<file path="config.mk">
export PLATFORM = sky130hd
export DESIGN_NAME = mbs_core
export DESIGN_NICKNAME = d
export VERILOG_FILES = /design/src/rtl/mbs_pkg.sv /design/src/rtl/mbs_core.sv
export SDC_FILE = /design/constraint.sdc
export NUM_CORES = 1
export LEC_CHECK = 0
export ABC_AREA = 1
export BUFFER_PORTS_ARGS = -buffer_cell sky130_fd_sc_hd__buf_2
export CORE_MARGIN = 2
export CORE_UTILIZATION = 42
export DETAILED_ROUTE_END_ITERATION = 10
export PLACE_DENSITY = 0.7
export SLEW_MARGIN = 40
export SYNTH_ARGS = -nofsm -noshare
export SYNTH_HDL_FRONTEND = slang
export SYNTH_SLANG_ARGS = --single-unit
</file>
<file path="constraint.sdc">
create_clock -name SYS_CLK -period 1.8 [get_ports SYS_CLK]
set_input_delay 0.09 -clock SYS_CLK [delete_from_list [all_inputs] [get_ports SYS_CLK]]
set_output_delay 0.09 -clock SYS_CLK [all_outputs]
set_load 0.02 [all_outputs]
</file>
<file path="src/rtl/mbs_pkg.sv">
package mbs_pkg;
	// ---------------------------------------------------------------
	// Word layout
	// ---------------------------------------------------------------
	localparam int WORD_W = 16;
	localparam int BIT_OV = 15;
	localparam int BIT_OT = 14;
	localparam int BIT_OC = 13;
	localparam int BIT_C2L = 12;
	localparam int BIT_C2H = 11;
	localparam int BIT_C1L = 10;
	localparam int BIT_C1H = 9;
	localparam int BIT_PAIR = 0;
	localparam int SW_LO = 1;
	localparam int SW_HI = 12;
	// Accepted transfer lengths, inclusive
	localparam logic [4:0] LEN_MIN = 5'h0F;
	localparam logic [4:0] LEN_MAX = 5'h11;
	// Reset values
	localparam logic [15:0] CMD_RESET = 16'h0000;
	localparam logic [15:0] STAT_RESET = 16'h0000;
	// Synchroniser depth in cycles
	localparam int SYNC_STAGES = 2;
endpackage : mbs_pkg

</file>
<file path="src/rtl/mbs_core.sv">
`timescale 1ns/1ns
// Summary of operation
// Command bit 15 clears overvoltage flag and releases outputs it forced off.
// Command bits 0 and 15 both high clear whole status at chip select rise.
// Command bit 14 clears over-temperature flag and releases forced outputs.
// Command bit 13 clears overcurrent flag and releases forced outputs.
// Status bit 15 latches supply overvoltage until cleared by command.
// Status bit 14 latches thermal shutdown until cleared by command.
// Status bit 13 latches overcurrent until cleared by command.
// Command bits 12..9 drive C2 low, C2 high, C1 low, C1 high switches.
// Status bits 12..9 report those four switch states in same order.
// Master gives each device its own select and enables one at a time.
// After reset all command and status bits are low.
// Input sampled on falling clock, output changes on rising, MSB first.
// On chip select rise the word loads and bits 1..12 drive switches.
// Transfers shorter than 15 or longer than 17 bits are discarded.
// Serial output is released while chip select is high.
module mbs_core
	import mbs_pkg::*;
(
	// System
	input wire logic SYS_CLK,
	input wire logic RST_N,
	input wire logic CLK_EN,
	// Serial link from master
	input wire logic SCLK,
	input wire logic CHIP_SELECT_N,
	input wire logic SDI,
	output logic SDO,
	output logic SDO_OE_N,
	// Fault detector levels
	input wire logic OVERVOLTAGE_DET,
	input wire logic OVERTEMP_DET,
	input wire logic OVERCURRENT_DET,
	// Switch controls, bits 1..12 of the command word
	output logic [SW_HI:SW_LO] SWITCH_CTRL,
	// Outputs forced off by faults
	output logic FAULT_OFF
);
	// ---------------------------------------------------------------
	// Input synchronisers
	// ---------------------------------------------------------------
	logic [2:0] meta_q;
	logic [2:0] sync_q;
	logic [2:0] fmeta_q;
	logic [2:0] fault_q;
	logic sclk_old_q;
	logic cs_old_q;
	// Two flops per pin; the first stage feeds only the second
	always_ff @(posedge SYS_CLK) begin
		if (!RST_N) begin
			// Idle pin levels, so no false edge follows reset
			meta_q <= 3'h4;
			sync_q <= 3'h4;
			fmeta_q <= 3'h0;
			fault_q <= 3'h0;
			sclk_old_q <= 1'b0;
			cs_old_q <= 1'b1;
		end else if (CLK_EN) begin
			meta_q <= {CHIP_SELECT_N, SCLK, SDI};
			sync_q <= meta_q;
			fmeta_q <= {OVERVOLTAGE_DET, OVERTEMP_DET, OVERCURRENT_DET};
			fault_q <= fmeta_q;
			sclk_old_q <= sync_q[1];
			cs_old_q <= sync_q[2];
		end
	end
	// ---------------------------------------------------------------
	// Edge decode
	// ---------------------------------------------------------------
	wire cs_n = sync_q[2];
	wire sclk_s = sync_q[1];
	wire sdi_s = sync_q[0];
	wire sclk_fall = !cs_n && sclk_old_q && !sclk_s;
	wire sclk_rise = !cs_n && !sclk_old_q && sclk_s;
	wire cs_fall = cs_old_q && !cs_n;
	wire cs_rise = !cs_old_q && cs_n;
	// ---------------------------------------------------------------
	// Shift registers and bit counter
	// ---------------------------------------------------------------
	logic [WORD_W-1:0] rx_q;
	logic [WORD_W-1:0] tx_q;
	logic [4:0] cnt_q;
	logic [WORD_W-1:0] cmd_q;
	logic [WORD_W-1:0] stat_q;
	logic sdo_q;
	logic sdo_oe_n_q;
	// Saturate so long transfers stay rejected
	wire [4:0] cnt_inc = (cnt_q == 5'h1F) ? cnt_q : cnt_q + 5'h01;
	wire len_ok = (cnt_q >= LEN_MIN) && (cnt_q <= LEN_MAX);
	wire accept = cs_rise && len_ok;
	// Sample on falling clock, shift out on rising
	always_ff @(posedge SYS_CLK) begin
		if (!RST_N) begin
			rx_q <= CMD_RESET;
			tx_q <= STAT_RESET;
			cnt_q <= 5'h00;
			sdo_q <= 1'b0;
			sdo_oe_n_q <= 1'b1;
		end else if (CLK_EN) begin
			sdo_oe_n_q <= cs_n;
			if (cs_fall) begin
				tx_q <= {stat_q[WORD_W-2:0], 1'b0};
				sdo_q <= stat_q[WORD_W-1];
				cnt_q <= 5'h00;
			end else begin
				if (sclk_fall) begin
					rx_q <= {rx_q[WORD_W-2:0], sdi_s};
					cnt_q <= cnt_inc;
				end
				// First rise is the leading edge; only later rises advance
				if (sclk_rise && (cnt_q != 5'h00)) begin
					sdo_q <= tx_q[WORD_W-1];
					tx_q <= {tx_q[WORD_W-2:0], 1'b0};
				end
			end
		end
	end
	// ---------------------------------------------------------------
	// Command register and fault flags
	// ---------------------------------------------------------------
	// With 17 clocks the first bit has fallen out; last 16 are kept
	wire pair_clr = accept && rx_q[BIT_PAIR] && rx_q[BIT_OV];
	wire ov_clr = accept && rx_q[BIT_OV];
	wire ot_clr = accept && rx_q[BIT_OT];
	wire oc_clr = accept && rx_q[BIT_OC];
	// Detector set wins over a clear arriving in the same cycle
	wire ov_d = fault_q[2] | (stat_q[BIT_OV] & ~(ov_clr | pair_clr));
	wire ot_d = fault_q[1] | (stat_q[BIT_OT] & ~(ot_clr | pair_clr));
	wire oc_d = fault_q[0] | (stat_q[BIT_OC] & ~(oc_clr | pair_clr));
	wire [WORD_W-1:0] cmd_d = accept ? rx_q : cmd_q;
	wire any_flag = ov_d | ot_d | oc_d;
	// Pair clear also drops switch echoes; switches resume next word
	wire [SW_HI:SW_LO] sw_now = pair_clr ? '0 : cmd_d[SW_HI:SW_LO];
	always_ff @(posedge SYS_CLK) begin
		if (!RST_N) begin
			cmd_q <= CMD_RESET;
			stat_q <= STAT_RESET;
		end else if (CLK_EN) begin
			cmd_q <= pair_clr ? CMD_RESET : cmd_d;
			stat_q[BIT_OV] <= ov_d;
			stat_q[BIT_OT] <= ot_d;
			stat_q[BIT_OC] <= oc_d;
			// Echo real switch states, off while a fault holds them
			stat_q[SW_HI:SW_LO] <= any_flag ? '0 : sw_now;
			stat_q[BIT_PAIR] <= 1'b0;
		end
	end
	// ---------------------------------------------------------------
	// Output drive
	// ---------------------------------------------------------------
	logic [SW_HI:SW_LO] sw_q;
	logic fault_off_q;
	// All outputs stay off while any fault flag is set, until every flag is cleared
	always_ff @(posedge SYS_CLK) begin
		if (!RST_N) begin
			sw_q <= '0;
			fault_off_q <= 1'b0;
		end else if (CLK_EN) begin
			sw_q <= any_flag ? '0 : sw_now;
			fault_off_q <= any_flag;
		end
	end
	assign SWITCH_CTRL = sw_q;
	assign FAULT_OFF = fault_off_q;
	assign SDO = sdo_q;
	assign SDO_OE_N = sdo_oe_n_q;
endmodule : mbs_core

</file>
Word-level counts from Yosys, hierarchy flattened:

Cells that the tools add are included.

* register bits after elaboration: 92
* bits in latches: 0
* memory bits (writable): 0
* memory bits (read-only): 0
* input bits: 9
* output and inout bits: 15
* memories: 0

* add/subtract/negate cells: 1
* $mul: 0
* div/mod/pow operators: 0
* order comparisons: 2
* equal/unequal tests: 2
* shifts and indexed selects: 0
* muxes and demuxes: 11
* bitwise operators: 15
* reduce and logical (&&, ||, !) cells: 24

Operators with widths (number)
* two-way mux 16 bit: 2
* two-way mux 13 bit: 2
* two-way mux 12 bit: 2
* two-way mux 5 bit: 3
* logical AND 1 bit: 14
* bitwise OR 1 bit: 8
* AND reduction 3 bit: 2
* adder 5 x 1 -> 5 bit (second input constant): 1
* == test 5 bit (second input constant): 1
* >= comparator 5 x 4 -> 1 bit (second input constant): 1
* less-or-equal comparator 5 bit (second input constant): 1
* nonzero test 5 bit: 1
* logical NOT 1 bit: 4
* NOT 1 bit: 4
* nonzero test 2 bit: 2
* AND 1 bit: 3
* two-way mux 1 bit: 2
* inequality test 2 bit (second input constant): 1
* AND reduction 2 bit: 1

Depth between registers and ports, before layout:

Gate-level depths: netlist of run 1.

* word-level depth: 12
* gate-level depth with buffers: 14
* depth with buffers taken out: 13

Worst setup path after synthesis of run 1:

No wires, ideal clock.

* kind: reg2reg
* start: reg cnt_q[0]
* end: reg stat_q[13]
* library setup time: 0.116 ns
* data arrival time: 1.913 ns
* required time: 1.684 ns
* path slack: -0.229 ns
* stages on the path, launching flop included: 13
* buffers on the path: 1
* period minus slack after synthesis: 2.029 ns
* path through: dfxtp_1 -> ha_1 -> nand2_1 -> nor2_1 -> ha_1 -> nor2_1 -> a21oi_4 -> nand4_2 -> a31oi_4 -> buf_6 -> nand2_1 -> o211ai_1 -> inv_1

* longest elaborated chain between the ends: 9
* elaborated cells between the ends (all ways): 11
* classes of those cells: order compare: 2; bitwise: 4; reduce/logical: 5

RTL lines
* start: declaration: RTL line mbs_core.sv:83 `logic [4:0] cnt_q;`
* start signal: assignment: RTL line mbs_core.sv:109 `cnt_q <= cnt_inc;`
* >= comparator 5 x 4 -> 1 bit / less-or-equal comparator 5 bit (equally long branches): RTL line mbs_core.sv:90 `wire len_ok = (cnt_q >= LEN_MIN) && (cnt_q <= LEN_MAX);`
* logical AND 1 bit *: RTL line mbs_core.sv:90
* logical AND 1 bit *: RTL line mbs_core.sv:91 `wire accept = cs_rise && len_ok;`
* logical AND 1 bit (2 in a row): RTL line mbs_core.sv:123 `wire pair_clr = accept && rx_q[BIT_PAIR] && rx_q[BIT_OV];`
* bitwise OR 1 bit *: RTL line mbs_core.sv:130 `wire oc_d = fault_q[0] | (stat_q[BIT_OC] & ~(oc_clr | pair_clr));`
* NOT 1 bit *: RTL line mbs_core.sv:130
* AND 1 bit *: RTL line mbs_core.sv:130
* bitwise OR 1 bit *: RTL line mbs_core.sv:130
* end signal: indexed assignment: RTL line mbs_core.sv:141 `stat_q[BIT_OV] <= ov_d;`
* end signal: indexed assignment: RTL line mbs_core.sv:142 `stat_q[BIT_OT] <= ot_d;`
* end signal: indexed assignment: RTL line mbs_core.sv:145 `stat_q[SW_HI:SW_LO] <= any_flag ? '0 : sw_now;`
* end: declaration: RTL line mbs_core.sv:85 `logic [WORD_W-1:0] stat_q;`

Mark *: on every way between the ends. The rest lies on a longest branch, timed or not.
A chain may end at the register's enable or synchronous reset.

Worst setup path after layout of run 1:

* start: reg cnt_q[1]
* end: reg fault_off_q, in the netlist FAULT_OFF

* longest elaborated chain between the ends: 11
* elaborated cells between the ends (all ways): 23
* classes of those cells: order compare: 2; bitwise: 14; reduce/logical: 7

RTL lines
* >= comparator 5 x 4 -> 1 bit / less-or-equal comparator 5 bit (equally long branches): RTL line mbs_core.sv:90
* logical AND 1 bit *: RTL line mbs_core.sv:90
* logical AND 1 bit *: RTL line mbs_core.sv:91
* logical AND 1 bit (2 in a row): RTL line mbs_core.sv:123
* bitwise OR 1 bit (on tied branches): RTL line mbs_core.sv:128, mbs_core.sv:129
* NOT 1 bit (on tied branches): RTL line mbs_core.sv:128, mbs_core.sv:129
* AND 1 bit (on tied branches): RTL line mbs_core.sv:128, mbs_core.sv:129
* bitwise OR 1 bit (on tied branches): RTL line mbs_core.sv:128, mbs_core.sv:129
* bitwise OR 1 bit: RTL line mbs_core.sv:132 `wire any_flag = ov_d | ot_d | oc_d;`
* bitwise OR 1 bit *: RTL line mbs_core.sv:132
* end signal: assignment: RTL line mbs_core.sv:161 `fault_off_q <= any_flag;`
* end: declaration: RTL line mbs_core.sv:153 `logic fault_off_q;`

Marks and branches as above.

==> metrics, run 1 <==
post-synthesis sequential area ratio=43.8%; Avg Cell Area, Syn=7.75 µm²; Placer Congestion=0.751; Core ar.=8220 µm²; initial antenna violation count=0; crit path kind=flip-flop to flip-flop; Net Switching=a little over 0.8 mW; final setup margin=-0.160 ns; Die Span Y=around 96 µm; Clock power frac=roughly 40%; Worst Tran Pin Value=0.713 ns; vias in the first global route=2817; I/O pin count=24; met3 wire len=202 µm; Area Overhead vs Synth=18.8%; Root Driver=clkbuf_8; layout cell share with drive strength beyond 1=26.3%; Critical Path RT=2.05 ns; first-pass GRT wire length=12400 µm; Clk Latency, worst-skew pair=0.35 ns; syn_nets=474; met2 WL=3520 µm; Starting Density=43.4%; Combinational Power Share=9.0%; critical-path maximum fanout=5; CTS tree=done; Arr. time, crit path=about 2.2 ns; # setup viols final=26; status=finished with violations; Max Root-Sink Buffers=2; #FFs+latches synth=around 80; routed vias=2975; Vias/cell=approximately 5.0; DP Area=3810 µm²; Sink Count=78; kind of end point of the critical path=flip-flop; aggregate global-route resource usage=17.0%; htree depth=3; Detailed Routing Iterations Pass 1=4; drt drc=0; largest net degree at the start of global routing=50; CP Launch Point=cnt_q[1]$_SDFFE_PN0P_; synthesized area=about 3600 µm²; DR iter-0 viols=170; DIE AREA=9240 µm²; routed len/inst=between 10 and 15 µm; final worst clock skew=approximately 0.0083 ns; placed instance count=570; uppermost layer routed=met4; nets=500; remaining global-route overflow=0; Final Power=3.52 mW; fin crit period=slightly below 2 ns; Worst slew margin=between 50% and 60%; Ant. Diodes=0; LEAKAGE=~1.6 nW; Synth cell types=32; fin. max-slew vios=0; sequential share of power=51.1%; DIE WIDTH=96.1 µm; PwrDens=832 nW/µm²; maximum vdd drop=0.000409 V; Max Fclk=between 500 and 600 MHz; RSZ-0062 raised after global routing=true; std cell rows=33; Post-Route WL=7320 µm; final core area utilization=51.6%; final cell count without fillers=595; Fin. Hold Viols=0; max_cap viols=0; hold path start=CLK_EN; Post-Layout Inst Area=4240 µm²; post-DP HPWL=4670 µm; CTS Buf Count=9; Switching Fraction=a little under a quarter; Int Pwr=approximately 2.7 mW; failing checks=setup timing; Hold WC Path Type=primary input to flip-flop; # port buffers=23; Worst-path clk slew=0.08 ns; RR Startpoint=cnt_q[1]$_SDFFE_PN0P_; Routed met1 length=approximately 3500 µm; cell count after synthesis=460; Ys Warns=0; Detail Route Antenna Nets=0; CP startpoint kind=flip-flop; period utilization=109%
-- registers in the layout, indices dropped and copies added, names as in the netlist --
register	cells
FAULT_OFF	1
cmd_q	12
SDO	1
fmeta_q	3
tx_q	14
sclk_old_q	1
rx_q	16
cnt_q	5
sync_q	3
SWITCH_CTRL	11
SDO_OE_N	1
stat_q	4
fault_q	3
meta_q	3
-- metrics by stage --
step,setup TNS [ns],hold slack [ns],setup slack [ns]
after floorplan,-1.97,0.216,-0.158
after global placement,-2.76,0.306,-0.137
after detailed placement,-3.82,0.313,-0.193
after CTS,-4.06,0.0900,-0.198
after global routing,-6.33,0.155,-0.284
final,-2.61,0.126,-0.160
-- synth_stat cells (all sizes together) --
master | instances | area, µm²
a22oi | 1 | 7.51
a31oi | 15 | 109
clkbuf | 18 | 87.6
a21oi | 48 | 285
o211ai | 1 | 7.51
inv | 51 | 191
a211oi | 1 | 7.51
dfxtp | 78 | 1560
nor2 | 56 | 245
nand2 | 78 | 300
nor3 | 1 | 5.00
a21o | 1 | 7.51
nand3 | 23 | 175
o21ai | 61 | 313
dlygate4sd1 | 1 | 8.76
buf | 19 | 165
nand4 | 2 | 25.0
ha | 5 | 62.6
-- placed cells by master, fill, tap and decap left out, drive strengths merged --
cell	count
dfxtp	78
nand2	78
o21ai	61
nor2	56
inv	51
a21oi	48
buf	46
nand3	23
a31oi	15
clkbuf	14
dlygate4sd3	6
ha	5
nand4	2
a21o	1
o211ai	1
nor3	1
a22oi	1
a211oi	1
clkinvlp	1
bufinv	1
-- worst max-delay path, stage by stage, from the launching register on --
cell	delay, ns
dfxtp_4	0.36
ha_4	0.14
nand2_4	0.06
nor2_4	0.11
ha_4	0.15
nor2_4	0.04
a21oi_4	0.21
buf_4	0.15
nand3_2	0.07
a31oi_4	0.20
buf_6	0.13
nand3_1	0.10
nand2_1	0.09
inv_1	0.04
-- power by group through the flow --
| stage | Combinational (mW) | Clock, mW | Sequential [mW] |
|---|---|---|---|
| final | 0.318 | 1.41 | 1.80 |
| after detailed placement | 0.289 | 0 | 1.84 |
| after global placement | 0.285 | 0 | 1.84 |
| after global routing | 0.354 | 1.51 | 1.81 |
| after CTS | 0.303 | 1.44 | 1.80 |
| after floorplan | 0.208 | 0 | 1.84 |
-- cells by family after synthesis --
kind of cell             Yosys count  synth area share (%)
AND/OR/NAND/NOR                  160                  21.1
AO/OA/AOI/OAI                    128                  20.7
buffers and inverters             89                  12.7
flip-flops                        78                  43.8
adder cells (fa/ha/maj)            5                  1.76
-- what timing repair did --
action / CTS / global route
setup buffers: 2 / 0
resized for setup: 7 / 20
cloned: 0 / 2
hold endpoints to repair: 6 / 0
setup endpoints to repair: 27 / 30
pin swaps: 6 / 5
hold buffers: 6 / 0
-- path summary, 6_finish.rpt --
| kind | to | slack [ns] | cells past startpoint |
|---|---|---|---|
| worst max-delay path | FAULT_OFF$_SDFFE_PN0P_ | -0.16 | 13 |
| worst min-delay path | sync_q[2]$_SDFFE_PN1P_ | 0.13 | 4 |
| worst min register to register | meta_q[2]$_SDFFE_PN1P_ | 0.46 | 2 |
| worst max register to register | FAULT_OFF$_SDFFE_PN0P_ | -0.16 | 13 |
-- final cells by class --
| type | count | area [µm²] |
|---|---|---|
| fill | 750 | 3980 |
| multi-input combinational | 293 | 1680 |
| sequential | 78 | 1570 |
| timing repair buffer | 53 | 447 |
| inverter | 51 | 191 |
| clock buffer | 13 | 180 |
| tap | 105 | 131 |
| clock inverter | 2 | 37.5 |
-- per-layer routing --
metal  vias to the layer above  GRT usage [%]
met4                         0           8.10
met5                         -              0
met3                        11           3.13
met2                        34           28.2
li1                       1543              -
met1                      1387           21.4
Power figures use the tool's default switching activity.
==> run 2, diff against run 1 <==
--- a/config.mk
+++ b/config.mk
@@ -11,6 +11,7 @@
 export CORE_UTILIZATION = 42
 export DETAILED_ROUTE_END_ITERATION = 10
 export PLACE_DENSITY = 0.7
+export SKIP_CTS_REPAIR_TIMING = 1
 export SLEW_MARGIN = 40
 export SYNTH_ARGS = -nofsm -noshare
 export SYNTH_HDL_FRONTEND = slang
==> run 2 against run 1 <==
The flow finishes with violations (hold timing, setup timing). Critical path depth is 1 higher. Combinational power is 6.6% higher. Flip-flop and latch count stayed put. Global-route usage is 0.57 points lower. Worst hold slack worse by 0.15 ns. Largest cell class unchanged. Highest routed layer unchanged.
==> metrics, run 2 (synthesized netlist as in run 1, its figures left out) <==
status=finished with violations; failing checks=hold timing, setup timing; Post-Route WL=7660 µm (+4.6%); first-pass GRT wire length=12000 µm (-3.3%); Sink Count=78 (unchanged); PwrDens=825 nW/µm² (-0.84%); Hold WC Path Type=primary input to flip-flop; Ant. Diodes=0 (unchanged); placed instance count=570 (unchanged); fin crit period=2.06 ns (+0.104 ns); I/O pin count=24 (unchanged); flop2flop setup slack=-0.26 ns (-0.10 ns); Worst slew margin=51.7% (-0.67 points); kind of end point of the critical path=flip-flop; end of the worst register-to-register path=stat_q[12]$_SDFFE_PN0P_; final cell count without fillers=599 (+0.67%); crit path max-delay cell type=dfxtp_4; LEAKAGE=1.59 nW (+1.4%); initial antenna violation count=0 (unchanged); CP peak stage delay=0.36 ns (about the same); CTS Buf Count=9 (unchanged); critical path, cell by cell=ha_4 -> nand2_4 -> nor2_4 -> ha_4 -> nor2_2 -> a21oi_4 -> buf_6 -> nand2_4 -> clkbuf_16 -> o21ai_2 -> inv_1 -> nor2_1 -> nand3_1 -> a21oi_1; htree depth=3 (unchanged); fin. max-slew vios=0 (unchanged); maximum vdd drop=0.000414 V (+1.2%); drt drc=0 (unchanged); Fin. Hold Viols=1 (+1); Arr. time, crit path=2.34 ns (+0.13 ns); Core ar.=8220 µm² (unchanged); post-DP HPWL=4670 µm (unchanged); CP endpoint=stat_q[12]$_SDFFE_PN0P_; Routed met1 length=3590 µm (+3.8%); final setup margin=-0.264 ns (-0.104 ns); Starting Density=43.4% (unchanged); max_cap viols=0 (unchanged); Hold Crit Depth=3 (-1); Clk Latency, worst-skew pair=0.35 ns (about the same); nets=504 (+0.80%); commonest cells after routing, fill and taps aside=76 x dfxtp_1, 73 x nand2_1, 49 x inv_1; Vias/cell=5.04 (+0.73%); DR iter-0 viols=205 (+21%); Max Root-Sink Buffers=2 (unchanged); uppermost layer routed=met4; DIE AREA=9240 µm² (unchanged); # port buffers=23 (unchanged); Critical Path RT=2.08 ns (+0.03 ns); critical-path maximum fanout=12 (+7); remaining global-route overflow=0 (unchanged); CP Launch Point=cnt_q[1]$_SDFFE_PN0P_; std cell rows=33 (unchanged); Detailed Routing Iterations Pass 1=4 (unchanged); Worst-path clk slew=0.08 ns (about the same); Max Fclk=484 MHz (-5.1%); Fin Setup TNS=-5.67 ns (-3.06 ns); RR Startpoint=cnt_q[1]$_SDFFE_PN0P_; Worst Reg-to-Reg Cells=14 (+1); most common cell after layout, fill and taps aside=dfxtp_1; routed vias=3017 (+1.4%); met2 WL=3730 µm (+6.2%); aggregate global-route resource usage=16.5% (-0.57 points); Root Driver=clkbuf_8; largest net degree at the start of global routing=50 (unchanged); Largest register FFs=16 (unchanged); Die Span Y=96.1 µm (unchanged); Detail Route Antenna Nets=0 (unchanged); Worst Tran Pin Value=0.723 ns (+0.0100 ns); RSZ-0062 raised after global routing=true; # setup viols final=26 (unchanged); met3 wire len=215 µm (+6.4%); vias in the first global route=2735 (-2.9%); DIE WIDTH=96.1 µm (unchanged); fillers=741 (-1.2%); Area Overhead vs Synth=20.6%; biggest regs=rx_q x16, tx_q x14, cmd_q x12; CTS tree=done; crit path kind=flip-flop to flip-flop; period utilization=115% (+5.8 points); routed len/inst=12.8 µm (+3.9%); CP startpoint kind=flip-flop; Placer Congestion=0.751 (unchanged); layout cell share with drive strength beyond 1=26.5% (+0.19 points); final worst clock skew=0.0101 ns (+0.00187 ns); Biggest register=rx_q; Fin Hold WS=-0.0274 ns (-0.154 ns)
[run 2: worst max-delay path: cells and delay by family (launching register included)]
family / cells / cell delay [ns]
AO/OA/AOI/OAI: 3 / 0.47
adder cells (fa/ha/maj): 2 / 0.27
buffers and inverters: 3 / 0.38
flip-flops: 1 / 0.36
AND/OR/NAND/NOR: 6 / 0.50
[run 2: through the flow]
step / setup slack (ns) / power [mW] / util [%] / hold slack, ns / cell area [µm²]
floorplan: -0.158 / 2.05 / - / 0.216 / 3600
global placement: -0.137 / 2.12 / 46.4 / 0.306 / 3810
detailed placement: -0.193 / 2.13 / 46.4 / 0.313 / 3810
CTS: -0.223 / 3.53 / 49.1 / -0.0563 / 4030
global route: -0.373 / 3.69 / 52.3 / 0.00624 / 4300
finish: -0.264 / 3.55 / 52.3 / -0.0274 / 4300
[run 2: cell type report]
| cell class | instances | area (µm²) | area share (%) |
|---|---|---|---|
| clock inverter | 2 | 37.5 | 0.873 |
| inverter | 51 | 191 | 4.45 |
| timing repair buffer | 57 | 509 | 11.8 |
| sequential | 78 | 1570 | 36.5 |
| tap | 105 | 131 | 3.05 |
| clock buffer | 13 | 180 | 4.19 |
| multi-input combinational | 293 | 1680 | 39.1 |
[run 2: how the worst min path moves through the flow]
| stage | startpoint | end | slack, ns |
|---|---|---|---|
| after floorplan | CHIP_SELECT_N | meta_q[2]$_SDFFE_PN1P_ | 0.22 |
| after global placement | CHIP_SELECT_N | meta_q[2]$_SDFFE_PN1P_ | 0.31 |
| after detailed placement | CHIP_SELECT_N | meta_q[2]$_SDFFE_PN1P_ | 0.31 |
| after CTS | CHIP_SELECT_N | meta_q[2]$_SDFFE_PN1P_ | -0.06 |
| after global routing | OVERTEMP_DET | fmeta_q[1]$_SDFFE_PN0P_ | 0.006 |
| final | OVERTEMP_DET | fmeta_q[1]$_SDFFE_PN0P_ | -0.03 |
[run 2: power by group]
| part | internal, mW | switching [mW] |
|---|---|---|
| registers | 1.77 | 0.0288 |
| clock network | 0.794 | 0.613 |
| logic | 0.142 | 0.198 |
| total | 2.71 | 0.840 |
[run 2: layer usage]
layer  global-route usage (%)  vias to the layer above
li1                         -                     1546
met1                     20.9                     1423
met2                     26.8                       38
met3                     3.13                       10
met4                     8.10                        0
met5                        0                        -
